`src/design/gpmd_pkg.sv`:
```
package gpmd_pkg;

  // ****************************************
  // Register offsets (byte addresses)
  // ****************************************
  localparam logic [11:0] GPMD_PORT_PIN_DATA_OFF = 12'h000;
  localparam logic [11:0] GPMD_DATA_ALIAS_LAST = 12'h3fc;
  localparam logic [11:0] GPMD_PIN_DIRECTION_CONTROL_OFF = 12'h400;
  localparam logic [11:0] GPMD_PERIPH_IDENT_BYTE2_OFF = 12'hfe8;
  localparam logic [11:0] GPMD_PERIPH_IDENT_BYTE3_OFF = 12'hfec;
  localparam logic [11:0] GPMD_CELL_IDENT_BYTE0_OFF = 12'hff0;
  localparam logic [11:0] GPMD_CELL_IDENT_BYTE1_OFF = 12'hff4;
  localparam logic [11:0] GPMD_CELL_IDENT_BYTE2_OFF = 12'hff8;
  localparam logic [11:0] GPMD_CELL_IDENT_BYTE3_OFF = 12'hffc;

  // ****************************************
  // Field layout and reset values
  // ****************************************
  localparam int GPMD_MASK_LSB = 2;
  localparam int GPMD_MASK_MSB = 9;
  localparam int GPMD_DATA_MSB = 7;
  localparam logic [7:0] GPMD_DATA_RESET = 8'h00;
  localparam logic [7:0] GPMD_DIR_RESET = 8'h00;

  // ****************************************
  // Pin synchroniser depth
  // ****************************************
  localparam int GPMD_SYNC_STAGES = 3;

  // ****************************************
  // Identification bytes (arbitrary values)
  // ****************************************
  localparam logic [7:0] GPMD_ID_PERIPH2 = 8'h3a;
  localparam logic [7:0] GPMD_ID_PERIPH3 = 8'h07;
  localparam logic [7:0] GPMD_ID_CELL0 = 8'h21;
  localparam logic [7:0] GPMD_ID_CELL1 = 8'h42;
  localparam logic [7:0] GPMD_ID_CELL2 = 8'h63;
  localparam logic [7:0] GPMD_ID_CELL3 = 8'h84;

  // ****************************************
  // Carriers and states
  // ****************************************
  typedef struct packed {
    logic psel;
    logic penable;
    logic pwrite;
    logic [11:0] paddr;
    logic [31:0] pwdata;
  } gpmd_apb_req_t;

  typedef struct packed {
    logic [7:0] pad_out;
    logic [7:0] pad_oe;
  } gpmd_pad_drive_t;

  typedef enum logic [0:0] {
    GPMD_ST_IDLE = 1'b0,
    GPMD_ST_ACCESS = 1'b1
  } gpmd_state_t;

endpackage

```
`src/design/gpmd_pin_sync.sv`:
```
`timescale 1ns/1ns
module gpmd_pin_sync
  import gpmd_pkg::*;
#(
  parameter int WIDTH = 8
) (
  // Clock and reset
  input wire logic clk_in,
  input wire logic rst_in,
  // Raw pins and settled level
  input wire logic [WIDTH-1:0] pins_in,
  output logic [WIDTH-1:0] level_out
);

  // ****************************************
  // Three stages; a change counts once the last two agree
  // ****************************************
  logic [WIDTH-1:0] stage_ff [GPMD_SYNC_STAGES];
  logic [WIDTH-1:0] level_ff;
  logic [WIDTH-1:0] nxt_stage [GPMD_SYNC_STAGES];
  logic [WIDTH-1:0] nxt_level;

  always_comb begin
    nxt_stage[0] = pins_in;
    for (int i = 1; i < GPMD_SYNC_STAGES; i++) begin
      nxt_stage[i] = stage_ff[i-1];
    end
    nxt_level = level_ff;
    for (int b = 0; b < WIDTH; b++) begin
      if (stage_ff[1][b] == stage_ff[2][b]) begin
        nxt_level[b] = stage_ff[2][b];
      end
    end
  end

  always_ff @(posedge clk_in) begin
    if (rst_in) begin
      for (int i = 0; i < GPMD_SYNC_STAGES; i++) begin
        stage_ff[i] <= '0;
      end
      level_ff <= '0;
    end else begin
      for (int i = 0; i < GPMD_SYNC_STAGES; i++) begin
        stage_ff[i] <= nxt_stage[i];
      end
      level_ff <= nxt_level;
    end
  end

  assign level_out = level_ff;

endmodule

```
`src/design/gpmd_port.sv`:
```
`timescale 1ns/1ns
// Behaviour
// - A written data bit reaches its pin only when that pin is an output; input-pin bits stay.
// - A data write updates only bits whose mask bit, address bits [9:2], is high.
// - A data read returns masked-off bits as zero.
// - An unmasked read bit is the last written value for outputs, the pin level for inputs.
// - The data field clears to zero on reset.
// - Data sits in bits 7:0; bits 31:8 read zero and software preserves them.
// - The data register decodes at 256 word locations, each with its own mask.
// - Peripheral ident registers at 0xfe8 and 0xfec return fixed bytes.
// - Four cell ident registers at 0xff0 to 0xffc return fixed bytes; writes do nothing.
// - A direction bit of 1 makes the pin an output, 0 an input; it resets to all inputs.
module gpmd_port
  import gpmd_pkg::*;
#(
  parameter int WIDTH = 8
) (
  // Clock and reset
  input wire logic clk_in,
  input wire logic rst_in,
  // APB slave
  input wire logic psel_in,
  input wire logic penable_in,
  input wire logic pwrite_in,
  input wire logic [11:0] paddr_in,
  input wire logic [31:0] pwdata_in,
  output logic [31:0] prdata_out,
  output logic pready_out,
  output logic pslverr_out,
  // Port pins
  input wire logic [WIDTH-1:0] pad_in,
  output logic [WIDTH-1:0] pad_out,
  output logic [WIDTH-1:0] pad_oe_out
);

  // ****************************************
  // State
  // ****************************************
  gpmd_apb_req_t req;
  gpmd_pad_drive_t drive;
  gpmd_state_t state_ff, nxt_state;
  logic [WIDTH-1:0] data_ff, nxt_data;
  logic [WIDTH-1:0] dir_ff, nxt_dir;
  logic [31:0] rdata_ff, nxt_rdata;
  logic ready_ff, nxt_ready;
  logic err_ff, nxt_err;
  logic [WIDTH-1:0] pin_level;

  assign req = '{psel: psel_in, penable: penable_in, pwrite: pwrite_in,
                 paddr: paddr_in, pwdata: pwdata_in};

  gpmd_pin_sync #(
    .WIDTH(WIDTH)
  ) u_sync (
    .clk_in(clk_in),
    .rst_in(rst_in),
    .pins_in(pad_in),
    .level_out(pin_level)
  );

  // The mask lives in the address so that two drivers never need a read-modify-write.
  function automatic logic [WIDTH-1:0] addr_mask(input logic [11:0] a);
    addr_mask = a[GPMD_MASK_MSB:GPMD_MASK_LSB];
  endfunction

  function automatic logic is_data(input logic [11:0] a);
    is_data = (a <= GPMD_DATA_ALIAS_LAST) && (a[1:0] == 2'b00);
  endfunction

  // ****************************************
  // Bus decode
  // ****************************************
  always_comb begin
    nxt_state = state_ff;
    nxt_data = data_ff;
    nxt_dir = dir_ff;
    nxt_rdata = rdata_ff;
    nxt_ready = 1'b0;
    nxt_err = 1'b0;
    case (state_ff)
      GPMD_ST_IDLE: begin
        if (req.psel && !req.penable) begin
          nxt_state = GPMD_ST_ACCESS;
          nxt_ready = 1'b1;
          nxt_rdata = 32'h0000_0000;
          if (is_data(req.paddr)) begin
            if (req.pwrite) begin
              for (int b = 0; b < WIDTH; b++) begin
                if (addr_mask(req.paddr)[b] && dir_ff[b]) begin
                  nxt_data[b] = req.pwdata[b];
                end
              end
            end else begin
              for (int b = 0; b < WIDTH; b++) begin
                if (addr_mask(req.paddr)[b]) begin
                  nxt_rdata[b] = dir_ff[b] ? data_ff[b] : pin_level[b];
                end
              end
            end
          end else begin
            case (req.paddr)
              GPMD_PIN_DIRECTION_CONTROL_OFF: begin
                if (req.pwrite) begin
                  nxt_dir = req.pwdata[GPMD_DATA_MSB:0];
                end else begin
                  nxt_rdata[GPMD_DATA_MSB:0] = dir_ff;
                end
              end
              GPMD_PERIPH_IDENT_BYTE2_OFF: nxt_rdata[7:0] = GPMD_ID_PERIPH2;
              GPMD_PERIPH_IDENT_BYTE3_OFF: nxt_rdata[7:0] = GPMD_ID_PERIPH3;
              GPMD_CELL_IDENT_BYTE0_OFF: nxt_rdata[7:0] = GPMD_ID_CELL0;
              GPMD_CELL_IDENT_BYTE1_OFF: nxt_rdata[7:0] = GPMD_ID_CELL1;
              GPMD_CELL_IDENT_BYTE2_OFF: nxt_rdata[7:0] = GPMD_ID_CELL2;
              GPMD_CELL_IDENT_BYTE3_OFF: nxt_rdata[7:0] = GPMD_ID_CELL3;
              default: nxt_err = 1'b1;
            endcase
          end
        end
      end
      GPMD_ST_ACCESS: begin
        nxt_state = GPMD_ST_IDLE;
      end
      default: nxt_state = GPMD_ST_IDLE;
    endcase
  end

  always_ff @(posedge clk_in) begin
    if (rst_in) begin
      state_ff <= GPMD_ST_IDLE;
      data_ff <= GPMD_DATA_RESET;
      dir_ff <= GPMD_DIR_RESET;
      rdata_ff <= 32'h0000_0000;
      ready_ff <= 1'b0;
      err_ff <= 1'b0;
    end else begin
      state_ff <= nxt_state;
      data_ff <= nxt_data;
      dir_ff <= nxt_dir;
      rdata_ff <= nxt_rdata;
      ready_ff <= nxt_ready;
      err_ff <= nxt_err;
    end
  end

  // ****************************************
  // Outputs
  // ****************************************
  // Pads take the register directly; data held for an input pin is not driven out.
  assign drive = '{pad_out: data_ff, pad_oe: dir_ff};
  assign pad_out = drive.pad_out;
  assign pad_oe_out = drive.pad_oe;
  assign prdata_out = rdata_ff;
  assign pready_out = ready_ff;
  assign pslverr_out = err_ff;

  // ****************************************
  // Checks
  // ****************************************
  input_bits_kept_a: assert property (@(posedge clk_in) disable iff (rst_in)
    (!dir_ff[0] && !$past(rst_in)) |=> ($stable(data_ff[0]) || $past(dir_ff[0])))
    else $error("Data bit of an input pin changed.");

  masked_write_a: assert property (@(posedge clk_in) disable iff (rst_in)
    (psel_in && !penable_in && pwrite_in && is_data(paddr_in))
    |=> ((data_ff ^ $past(data_ff)) & ~$past(addr_mask(paddr_in) & dir_ff)) == '0)
    else $error("Masked-off data bit changed on write.");

  masked_read_a: assert property (@(posedge clk_in) disable iff (rst_in)
    (psel_in && !penable_in && !pwrite_in && is_data(paddr_in))
    |=> (prdata_out[WIDTH-1:0] & ~$past(addr_mask(paddr_in))) == '0)
    else $error("Masked-off read bit not zero.");

  read_source_a: assert property (@(posedge clk_in) disable iff (rst_in)
    (psel_in && !penable_in && !pwrite_in && is_data(paddr_in) && paddr_in[9:2] == 8'hff)
    |=> prdata_out[WIDTH-1:0] == $past((dir_ff & data_ff) | (~dir_ff & pin_level)))
    else $error("Read value source wrong.");

  reset_clear_a: assert property (@(posedge clk_in)
    rst_in |=> (data_ff == '0 && dir_ff == '0 && pad_oe_out == '0))
    else $error("Data or direction not cleared by reset.");

  reserved_zero_a: assert property (@(posedge clk_in) disable iff (rst_in)
    pready_out |-> prdata_out[31:8] == 24'h000000)
    else $error("Reserved bits not zero.");

  ident_read_a: assert property (@(posedge clk_in) disable iff (rst_in)
    (psel_in && !penable_in && !pwrite_in && paddr_in == GPMD_CELL_IDENT_BYTE3_OFF)
    |=> prdata_out == {24'h000000, GPMD_ID_CELL3})
    else $error("Cell ident byte wrong.");

  one_cycle_a: assert property (@(posedge clk_in) disable iff (rst_in)
    (psel_in && !penable_in) |=> pready_out ##1 !pready_out)
    else $error("Access did not complete in one wait-free cycle.");

  pins_follow_a: assert property (@(posedge clk_in) disable iff (rst_in)
    pad_oe_out == dir_ff && pad_out == data_ff)
    else $error("Pads do not follow registers.");

endmodule

```
`config.mk`:
```
export PLATFORM = sky130hd
export DESIGN_NAME = gpmd_port
export DESIGN_NICKNAME = d
export VERILOG_FILES = /design/src/design/gpmd_pkg.sv /design/src/design/gpmd_pin_sync.sv /design/src/design/gpmd_port.sv
export SDC_FILE = /design/constraint.sdc
export NUM_CORES = 1
export LEC_CHECK = 0
export BUFFER_PORTS_ARGS = -buffer_cell sky130_fd_sc_hd__buf_4
export CORE_MARGIN = 5
export CORE_UTILIZATION = 43
export DETAILED_ROUTE_END_ITERATION = 7
export GPL_TIMING_DRIVEN = 0
export PLACE_DENSITY = 0.74
export SLEW_MARGIN = 20
export SYNTH_ARGS = -nofsm -noshare
export SYNTH_HDL_FRONTEND = slang
export SYNTH_HIERARCHICAL = 1
export SYNTH_SLANG_ARGS = --single-unit
```
`constraint.sdc`:
```
create_clock -name clk_in -period 1.6 [get_ports clk_in]
set_input_delay 0.08 -clock clk_in [delete_from_list [all_inputs] [get_ports clk_in]]
set_output_delay 0.08 -clock clk_in [all_outputs]
set_load 0.02 [all_outputs]
```
==> results of run 1 <==
[flip-flops by register name (all words and copies together), names as in the netlist]
register	count
u_sync/stage_ff	24
pad_out	8
prdata_out	8
pslverr_out	1
pad_oe_out	8
state_ff	1
u_sync/level_out	8
[layer usage]
layer	wire, um	vias up	share of wire, %	track usage, %
met5	0	-	0	0
met4	103	0	1.6	5.10
met3	661	13	11	8.08
met2	3180	112	51	29.2
met1	2340	1023	37	18.0
li1	-	1118	-	-
[placed cells by master (no fill, tap or decap), types with 2 or more instances in the layout]
cell type / netlist / layout
nor2_1: 22 / 21
nand3b_1: 9 / 9
bufinv_16: 0 / 3
nand3_1: 15 / 14
dlygate4sd3_1: 0 / 11
o21ai_1: 5 / 5
or4_1: 2 / 2
dfxtp_1: 58 / 58
a311oi_1: 8 / 8
clkbuf_2: 2 / 3
mux2i_1: 10 / 10
clkbuf_8: 0 / 10
nand2_1: 17 / 17
nor2b_1: 25 / 25
a32oi_1: 2 / 2
a31oi_1: 4 / 4
o21ai_0: 13 / 13
buf_4: 27 / 86
clkbuf_1: 5 / 6
buf_6: 2 / 2
a21oi_1: 16 / 16
inv_1: 2 / 2
nor3_1: 9 / 9
conb_1: 1 / 24
mux2_2: 6 / 6
[power breakdown]
group,internal (uW),total [uW],switching (uW)
combinational,181,375,194
sequential,1480,1500,15.6
clock,1080,1650,564
total,2750,3520,774
[worst register-to-register path, cell delays in order, from the launching register on]
cell and delay, ps:
dfxtp_1 410, nand4bb_1 150, clkbuf_1 410, nor2b_1 90, clkbuf_2 210, nand3_1 110
a21oi_1 60
[cell type report]
| type | count | share of cell area (%) |
|---|---|---|
| multi-input cells | 200 | 33.9 |
| well taps | 72 | 2.57 |
| clock buffers | 12 | 4.14 |
| inverters | 2 | 0.214 |
| flip-flops and latches | 58 | 33.1 |
| repair buffers | 70 | 15.8 |
| plain buffers | 37 | 7.52 |
| clock inverters | 4 | 2.82 |
[kinds of logic (layout without fill, tap and decap cells)]
kind of cell / count (synthesis) / count (layout) / synth area share (%)
other cells: 1 / 24 / 0.149
simple gates: 110 / 110 / 24.4
xor+xnor: 1 / 1 / 0.348
mux: 16 / 16 / 6.66
buf+inv: 39 / 125 / 10.7
compound gates: 49 / 49 / 11.6
flops: 58 / 58 / 46.1
[through the flow]
stage / utilization [%] / total power (uW) / worst slack (ps)
final: 62.6 / 3520 / 25.6
after global routing: 62.6 / 3650 / -13.6
after CTS: 62.3 / 3530 / 40.9
after global placement: 55.7 / 1870 / -249
after floorplan: - / 1740 / 6.91
after detailed placement: 55.7 / 1870 / -278
[repair_timing]
action | in CTS | in global routing
resized for setup | 3 | 1
endpoints found under the hold margin | 12 | 0
setup endpoints to repair | 8 | 6
hold buffers | 11 | 0
pin swaps | 0 | 1
buffers inserted | 0 | 2
[path summary, 6_finish.rpt]
path / to / slack [ps] / depth (start not counted)
max reg2reg: pad_oe_out[2]$_SDFFE_PP0P_ / 30 / 6
min: pad_oe_out[4]$_SDFFE_PP0P_ / 20 / 3
max: pad_oe_out[2]$_SDFFE_PP0P_ / 30 / 6
min reg2reg: u_sync/stage_ff[0][12]$_SDFF_PP0_ / 430 / 1
==> key figures, run 1 <==
Critical path
  – Setup crit start: state_ff$_SDFF_PP0_
  – WP buf/inv: 2
  – CP max FO: 9
  – Crit Path Category: reg2reg
  – Max stage delay on crit path: 410 ps
  – Required @ worst endpoint: 1790 ps
  – Worst-path cell chain: nand4bb_1, clkbuf_1, nor2b_1, clkbuf_2, nand3_1, a21oi_1
  – Critical path endpoint category: flop
  – Delay-heaviest family, CP: buffers and inverters
  – Critical Path AT: around 1800 ps
  – Critical-path top delay cell: dfxtp_1
  – CP startpoint kind: flop
  – Worst r2r src: state_ff$_SDFF_PP0_

Synth
  – Synth Cell Area: 2520 um2
  – Primary FF master, synth: dfxtp_1
  – Area contributors post-synth: dfxtp_1, buf_4, nor2b_1
  – Ys Warns: 6
  – Synth top area share: around 46%
  – Post-synthesis sequential area ratio: approximately 46%
  – Post-synth cell types: 36
  – Async set-reset flop share out of synthesis: 0%
  – Synth Area per Inst: 9.18 um2
  – Cell with the most instances after synthesis: dfxtp_1
  – Commonest cells post-synth: dfxtp_1, buf_4, nor2b_1
  – Leading area contributor after synthesis: dfxtp_1
  – Seq cells post-synth: between 50 and 60
  – Post-Syn Instances: ~270
  – Number of synthesized flops with an enable pin: 0

STA
  – Final Hold Fails: 0
  – Slew headroom: between 60% and 70%
  – Max frequency: roughly 640 MHz
  – Setup violators final: 0
  – Period utilisation layout: a little under 100%
  – Slew Viols, Final: 0
  – Worst-Margin Slew: approximately 570 ps
  – Skew final: between 5 and 6 ps
  – Setup TNS: 0 ps
  – Fin crit period: approximately 1600 ps
  – RSZ-0062 raised after global routing: yes
  – Final hold slack: about 16 ps

Die
  – Die Width: between 80 and 90 um
  – Num rows: 27
  – Die area: 7480 um2
  – Die height: approximately 86 um
  – Top Ports: 107
  – Initial Util: between 40% and 50%
  – Core area: between 5000 and 6000 um2

Placed design
  – DP Cell Count: approximately 430
  – Cell Area, Placed: 3130 um2
  – Final HPWL DP: 4730 um
  – RD Place Congestion: 0.974
  – Buffers on Ports: 57

Outcome
  – Status: complete, no violations

CTS
  – Worst-path clk slew: about 70 ps
  – Clk Latency, worst-skew pair: ~330 ps
  – Max Root-Sink Buffers: 2
  – H-tree level count: 3
  – CTS buffer count: 9
  – Clk root buf: clkbuf_8
  – Clock sink count: 58
  – CTS tree: done

Power
  – PwrDens: between 1000 and 1500 nW/um2
  – VDD IR max: 0.000605 V
  – LEAKAGE: approximately 0.0014 uW

Global routing
  – Initial antenna violation count: 0
  – First-pass GRT wire length: around 10000 um
  – Vias in the first global route: 2102
  – Gr usage total: between 15 and 20%
  – Gr ovfl total: 0
  – Largest net degree at the start of global routing: 11

Finish
  – Storage element area: roughly 1200 um2
  – # fillers: between 500 and 600
  – Final instance area: between 3000 and 4000 um2
  – Area taken by multi-input logic gates: about 1200 um2
  – Antenna Cells: 0
  – Layout area overhead: 39.5%
  – Fin nets: between 400 and 500
  – Non-Filler Instances: about 460
  – Layout cells sized above 1: 30.8%

Hold path
  – Hold path start: pwdata_in[4]
  – Tightest Hold Check Type: in2reg

Route
  – Post-route ant nets: 0
  – Iteration-0 DRC Markers: approximately 160
  – Drt total wl: 6290 um
  – Vias per inst: between 4 and 5
  – Vias: between 2000 and 2500
  – Routed wire length per instance: 13.8 um
  – # DRC: 0
  – DR pass1 iterations: 4

Flow run
  – Max Cap Viol: 0
Power figures use the tool's default switching activity.
==> run 2, diff against run 1 <==
Settings changed: CORE_MARGIN 5 to not set.
==> key figures, run 2 (synthesis results as in run 1) <==
CTS
  – Worst-path clk slew: 60 ps (about the same)
  – CTS buffer count: 9 (unchanged)
  – Clk Latency, worst-skew pair: 340 ps (about the same)
  – Clk root buf: clkbuf_8
  – H-tree level count: 3 (unchanged)
  – Max Root-Sink Buffers: 2 (unchanged)
  – CTS tree: done
  – Clock sink count: 58 (unchanged)

Global routing
  – First-pass GRT wire length: 9520 um (-2.9%)
  – Initial antenna violation count: 0 (unchanged)
  – Vias in the first global route: 2064 (-1.8%)
  – Gr usage total: 20.3% (+3.5 points)
  – Gr ovfl total: 0 (unchanged)
  – Largest net degree at the start of global routing: 11 (unchanged)

Critical path
  – Required @ worst endpoint: 1810 ps (+20 ps)
  – Critical Path AT: 1750 ps (-20 ps)
  – Crit Path Category: in2reg
  – Max stage delay on crit path: 550 ps (+140 ps)
  – CP max FO: 9 (unchanged)
  – Delay-heaviest family, CP: simple AND/OR/NAND/NOR gates
  – Critical-path top delay cell: or4b_4
  – Critical path endpoint category: flop
  – WP buf/inv: 2 (unchanged)
  – Worst-path cell chain: buf_4, or4b_4, or4_1, clkbuf_2, o21ai_0, a21oi_1
  – CP startpoint kind: input pin

Finish
  – Storage element area: 1160 um2 (unchanged)
  – Layout cells sized above 1: 30.6% (-0.16 points)
  – Antenna Cells: 0 (unchanged)
  – Layout area overhead: 39.2%
  – Commonest non-fill, non-tap cell in the layout: buf_4
  – Most frequent cells in the layout: buf_4, dfxtp_1, nor2b_1
  – Number of flip-flops in the largest register: 24 (unchanged)
  – Area taken by multi-input logic gates: 1200 um2 (+1.2%)
  – Final instance area: 3500 um2 (-0.21%)
  – # fillers: 501 (-0.20%)
  – Most flops, register: u_sync/stage_ff
  – Fin nets: 438 (+0.69%)

STA
  – Fin crit period: 1540 ps (-38.3 ps)
  – Setup violators final: 0 (unchanged)
  – Skew final: 2.75 ps (-2.61 ps)
  – Slew Viols, Final: 0 (unchanged)
  – Period utilisation layout: 96.0% (-2.4 points)
  – Max frequency: 651 MHz (+2.5%)
  – Final hold slack: -0.395 ps (-16.8 ps)
  – Final worst slack: 63.9 ps (+38.3 ps)
  – Final Hold Fails: 1 (+1)
  – Worst-Margin Slew: 544 ps (-23.9 ps)
  – RSZ-0062 raised after global routing: no
  – Slew headroom: 63.6% (+1.5 points)

Power
  – PwrDens: 903 nW/um2 (-9.9%)
  – LEAKAGE: 0.00144 uW (-0.22%)
  – VDD IR max: 0.000617 V (+2.0%)

Route
  – Vias per inst: 4.98 (about the same)
  – Drt total wl: 6040 um (-3.9%)
  – Vias: 2275 (+0.40%)
  – # DRC: 0 (unchanged)
  – DR pass1 iterations: 5 (+1)
  – Routed wire length per instance: 13.2 um (-4.3%)
  – Post-route ant nets: 0 (unchanged)
  – Iteration-0 DRC Markers: 98 (-37%)

Outcome
  – Status: complete, but fails checks
  – Failing checks: hold timing

Hold path
  – Tightest Hold Check Type: in2reg

Die
  – Top Ports: 107 (unchanged)
  – Die Width: 78.5 um (-9.2%)
  – Die area: 6160 um2 (-18%)
  – Core area: 5570 um2 (-0.60%)
  – Initial Util: 45.1% (+0.27 points)
  – Num rows: 27 (unchanged)
  – Die height: 78.5 um (-9.2%)

Placed design
  – Final HPWL DP: 4310 um (-8.9%)
  – DP Worst Slack: -328 ps (-49.9 ps)
  – RD Place Congestion: 0.911 (-6.4%)
  – Cell Area, Placed: 3130 um2 (unchanged)
  – Buffers on Ports: 57 (unchanged)

Flow run
  – Max Cap Viol: 0 (unchanged)
## run 2: cell types whose count changed in the layout (fill, tap and decap cells not counted), sizes merged
cell and change:
dlygate4sd3 +4, bufinv -2, clkbuf -1, clkinv +1
## run 2: layout make-up
cell class              count  area share, %
plain buffers              36           7.47
clock inverters             3           1.14
well taps                  72           2.57
multi-input cells         200           34.4
inverters                   2          0.214
flip-flops and latches     58           33.2
clock buffers              12           4.14
repair buffers             74           16.9
## run 2: where the power goes
part / total (uW) / switching, uW / internal (uW) / leakage (uW)
clock network: 1280 / 534 / 748 / 0.0000962
registers: 1500 / 15.7 / 1480 / 0.000473
logic: 381 / 195 / 186 / 0.000871
total: 3160 / 745 / 2420 / 0.00144
## run 2: what timing repair did
| action | 4_1_cts | 5_1_grt |
|---|---|---|
| hold endpoints to repair | 16 | 0 |
| setup endpoints to repair | 8 | 12 |
| gates resized for setup | 3 | 4 |
| hold buffers | 15 | 0 |
| pin swaps | 0 | 1 |
| setup buffers | 0 | 2 |
## run 2: tightest hold or removal path, stage by stage
cell	delay, ps
buf_4	90
mux2i_1	60
nor2_1	80
## run 2: metrics by stage
step | cells | util (%) | total power (uW) | setup TNS (ps) | hold slack [ps]
2_1_floorplan | 297 | - | 1740 | 0 | 152
3_3_place_gp | 426 | 56.1 | 1870 | -4700 | 290
3_5_place_dp | 426 | 56.1 | 1870 | -5140 | 294
4_1_cts | 455 | 62.2 | 3180 | 0 | 3.09
5_1_grt | 457 | 62.8 | 3290 | 0 | 7.22
6_report | 457 | 62.8 | 3160 | 0 | -0.395
## run 2: layer usage
layer | GRT usage, % | vias to the layer above | routed length (um)
li1 | - | 1127 | -
met1 | 22.4 | 1026 | 2450
met2 | 35.6 | 110 | 3010
met3 | 7.21 | 12 | 499
met4 | 7.59 | 0 | 83
met5 | 0 | - | 0
## run 2: worst paths after layout
path | startpoint | endpoint | slack (ps) | cells past startpoint
setup / recovery | paddr_in[5] | pad_oe_out[2]$_SDFFE_PP0P_ | 60 | 6
hold / removal | pwdata_in[1] | pad_out[1]$_SDFFE_PP0P_ | -0.4 | 3
setup reg to reg | state_ff$_SDFF_PP0_ | pad_oe_out[2]$_SDFFE_PP0P_ | 120 | 4
hold reg to reg | u_sync/stage_ff[0][4]$_SDFF_PP0_ | u_sync/stage_ff[0][12]$_SDFF_PP0_ | 430 | 1
==> run 3, diff against run 2 <==
Settings changed: SYNTH_HIERARCHICAL 1 to not set.
==> key figures, run 3 <==
Placed design
  – Final HPWL DP: 4350 um (+0.89%)
  – Cell Area, Placed: 3120 um2 (-0.16%)
  – RD Place Congestion: 0.911 (about the same)
  – DP Worst Slack: -280 ps (+47.5 ps)
  – Buffers on Ports: 55 (-3.5%)

STA
  – RSZ-0062 raised after global routing: no
  – Slew headroom: 60.0% (-3.6 points)
  – Period utilisation layout: 93.4% (-2.6 points)
  – Skew final: 8.04 ps (+5.28 ps)
  – Final Hold Fails: 0 (-1)
  – Final worst slack: 106 ps (+41.6 ps)
  – Max frequency: 669 MHz (+2.8%)
  – Slew Viols, Final: 0 (unchanged)
  – Worst-Margin Slew: 600 ps (+56.4 ps)
  – Setup violators final: 0 (unchanged)
  – Fin crit period: 1490 ps (-41.6 ps)
  – Setup TNS: 0 ps (unchanged)

Global routing
  – Vias in the first global route: 1985 (-3.8%)
  – Initial antenna violation count: 0 (unchanged)
  – Largest net degree at the start of global routing: 11 (unchanged)
  – Gr usage total: 20.8% (+0.45 points)
  – Gr ovfl total: 0 (unchanged)
  – First-pass GRT wire length: 9660 um (+1.5%)

Synth
  – Post-synth cell types: 40 (+11%)
  – Seq cells post-synth: 58 (unchanged)
  – Cell with the most instances after synthesis: dfxtp_1
  – Primary FF master, synth: dfxtp_1
  – Post-synthesis sequential area ratio: 46.0% (-0.18 points)
  – Number of synthesized flops with an enable pin: 0 (unchanged)
  – Synth Area per Inst: 9.36 um2 (+1.9%)
  – Async set-reset flop share out of synthesis: 0% (unchanged)
  – Ys Warns: 0 (-6)
  – Leading area contributor after synthesis: dfxtp_1
  – Synth Cell Area: 2530 um2 (+0.40%)
  – Synth top area share: 46.0% (-0.18 points)
  – Post-Syn Instances: 270 (-1.5%)
  – Commonest cells post-synth: dfxtp_1, buf_4, nor2b_1
  – Area contributors post-synth: dfxtp_1, buf_4, nor2b_1

Route
  – Routed wire length per instance: 13.5 um (+2.2%)
  – DR pass1 iterations: 4 (-1)
  – Vias per inst: 4.89 (-1.8%)
  – Vias: 2209 (-2.9%)
  – Drt total wl: 6110 um (+1.1%)
  – Post-route ant nets: 0 (unchanged)
  – # DRC: 0 (unchanged)
  – Iteration-0 DRC Markers: 137 (+40%)

CTS
  – H-tree level count: 3 (unchanged)
  – Worst-path clk slew: 70 ps (about the same)
  – Post-CTS Setup Bufs: 0 (unchanged)
  – Clk root buf: clkbuf_8
  – CTS tree: done
  – Clock sink count: 58 (unchanged)
  – Clk Latency, worst-skew pair: 330 ps (about the same)
  – CTS buffer count: 9 (unchanged)
  – Max Root-Sink Buffers: 2 (unchanged)

Critical path
  – Critical Path AT: 1730 ps (-20 ps)
  – Required @ worst endpoint: 1830 ps (+20 ps)
  – CP startpoint kind: input pin
  – Crit Path Category: in2reg
  – Critical-path top delay cell: or4b_4
  – CP max FO: 8 (-1)
  – Worst-path cell chain: buf_4, or4b_4, nor4_4, nand2_1, a311oi_1
  – Max stage delay on crit path: 580 ps (+30 ps)
  – Critical path endpoint category: flop

Finish
  – Antenna Cells: 0 (unchanged)
  – Fin nets: 432 (-1.4%)
  – Commonest non-fill, non-tap cell in the layout: buf_4
  – Number of flip-flops in the largest register: 24 (unchanged)
  – Layout cells sized above 1: 32.1% (+1.5 points)
  – Most frequent cells in the layout: buf_4, dfxtp_1, nor2b_1
  – Final instance area: 3550 um2 (+1.3%)
  – Most flops, register: u_sync.stage_ff
  – Layout area overhead: 40.4%

Power
  – LEAKAGE: 0.00146 uW (+1.6%)
  – Power Total: 3420 uW (+8.0%)
  – PwrDens: 963 nW/um2 (+6.7%)
  – VDD IR max: 0.000585 V (-5.1%)

Die
  – Die Width: 78.6 um (+0.19%)
  – Initial Util: 45.3% (+0.18 points)
  – Die height: 78.6 um (+0.19%)
  – Top Ports: 107 (unchanged)
  – Num rows: 27 (unchanged)
  – Core area: 5570 um2 (unchanged)
  – Die area: 6190 um2 (+0.38%)

Outcome
  – Status: complete, no violations

Flow run
  – Max Cap Viol: 0 (unchanged)

Hold path
  – Tightest Hold Check Type: in2reg
-- run 3: changes by cell type after synthesis, moves of 4 or more --
cell	previous run	this run
a211oi_1	0	4
a311oi_1	8	3
nand2_1	17	23
nand3_1	15	9
nand3b_1	9	0
o21ai_0	13	8
-- run 3: timing repair --
item,in CTS,in global routing
gates resized for setup,3,4
setup endpoints to repair,8,10
hold endpoints to repair,19,0
hold buffers,17,0
-- run 3: path summary, 6_finish.rpt --
check / start / to / depth (start not counted) / slack [ps]
setup / recovery: paddr_in[8] / prdata_out[1]$_SDFFE_PP0P_ / 5 / 110
hold / removal: pwdata_in[1] / pad_out[1]$_SDFFE_PP0P_ / 3 / 20
setup reg to reg: state_ff$_SDFF_PP0_ / pad_oe_out[4]$_SDFFE_PP0P_ / 4 / 170
hold reg to reg: u_sync.stage_ff[0][0]$_SDFF_PP0_ / u_sync.stage_ff[0][8]$_SDFF_PP0_ / 1 / 440
-- run 3: report_power, final --
group	leakage, uW	internal, uW	total [uW]	switching, uW
Combinational	0.000873	186	388	201
Clock	0.000117	963	1530	567
Sequential	0.000473	1480	1500	15.8
Total	0.00146	2630	3420	784
-- run 3: per-layer routing --
layer  track usage (%)  part of all wire, %  vias to the layer above
met5                 0                    0                        -
met4              11.1                  1.7                        0
met3              3.72                  6.6                       12
met2              34.9                   49                       86
met1              25.0                   43                     1002
li1                  -                    -                     1109
-- run 3: cell type report --
type                    instances  area (um2)
plain buffers                  35         264
multi-input cells             197        1210
clock inverters                 4        73.8
clock buffers                  12         155
fillers                       504        2030
repair buffers                 72         583
flip-flops and latches         58        1160
inverters                       2        7.51
well taps                      72        90.1
-- run 3: cells by family (layout without fill, tap and decap cells) --
logic type      count (synthesis)  in the layout  share of synthesized area [%]
simple gates                  103            103                           22.9
compound gates                 53             53                           12.8
buf+inv                        38            125                           11.1
xor+xnor                        1              1                          0.347
flops                          58             58                           46.0
other cells                     1             24                          0.148
mux                            16             16                           6.74
-- run 3: critical path: cells and delay by family --
| family | cells | cell delay [ps] |
|---|---|---|
| compound gates | 1 | 290 |
| buf+inv | 1 | 130 |
| simple gates | 3 | 1220 |
-- run 3: stage by stage --
step / hold slack, ps / util, % / instances
finish: 20.5 / 63.6 / 452
floorplan: 208 / - / 293
global route: 13.2 / 63.6 / 452
global placement: 288 / 56.0 / 420
CTS: 6.07 / 63.5 / 452
detailed placement: 296 / 56.0 / 420
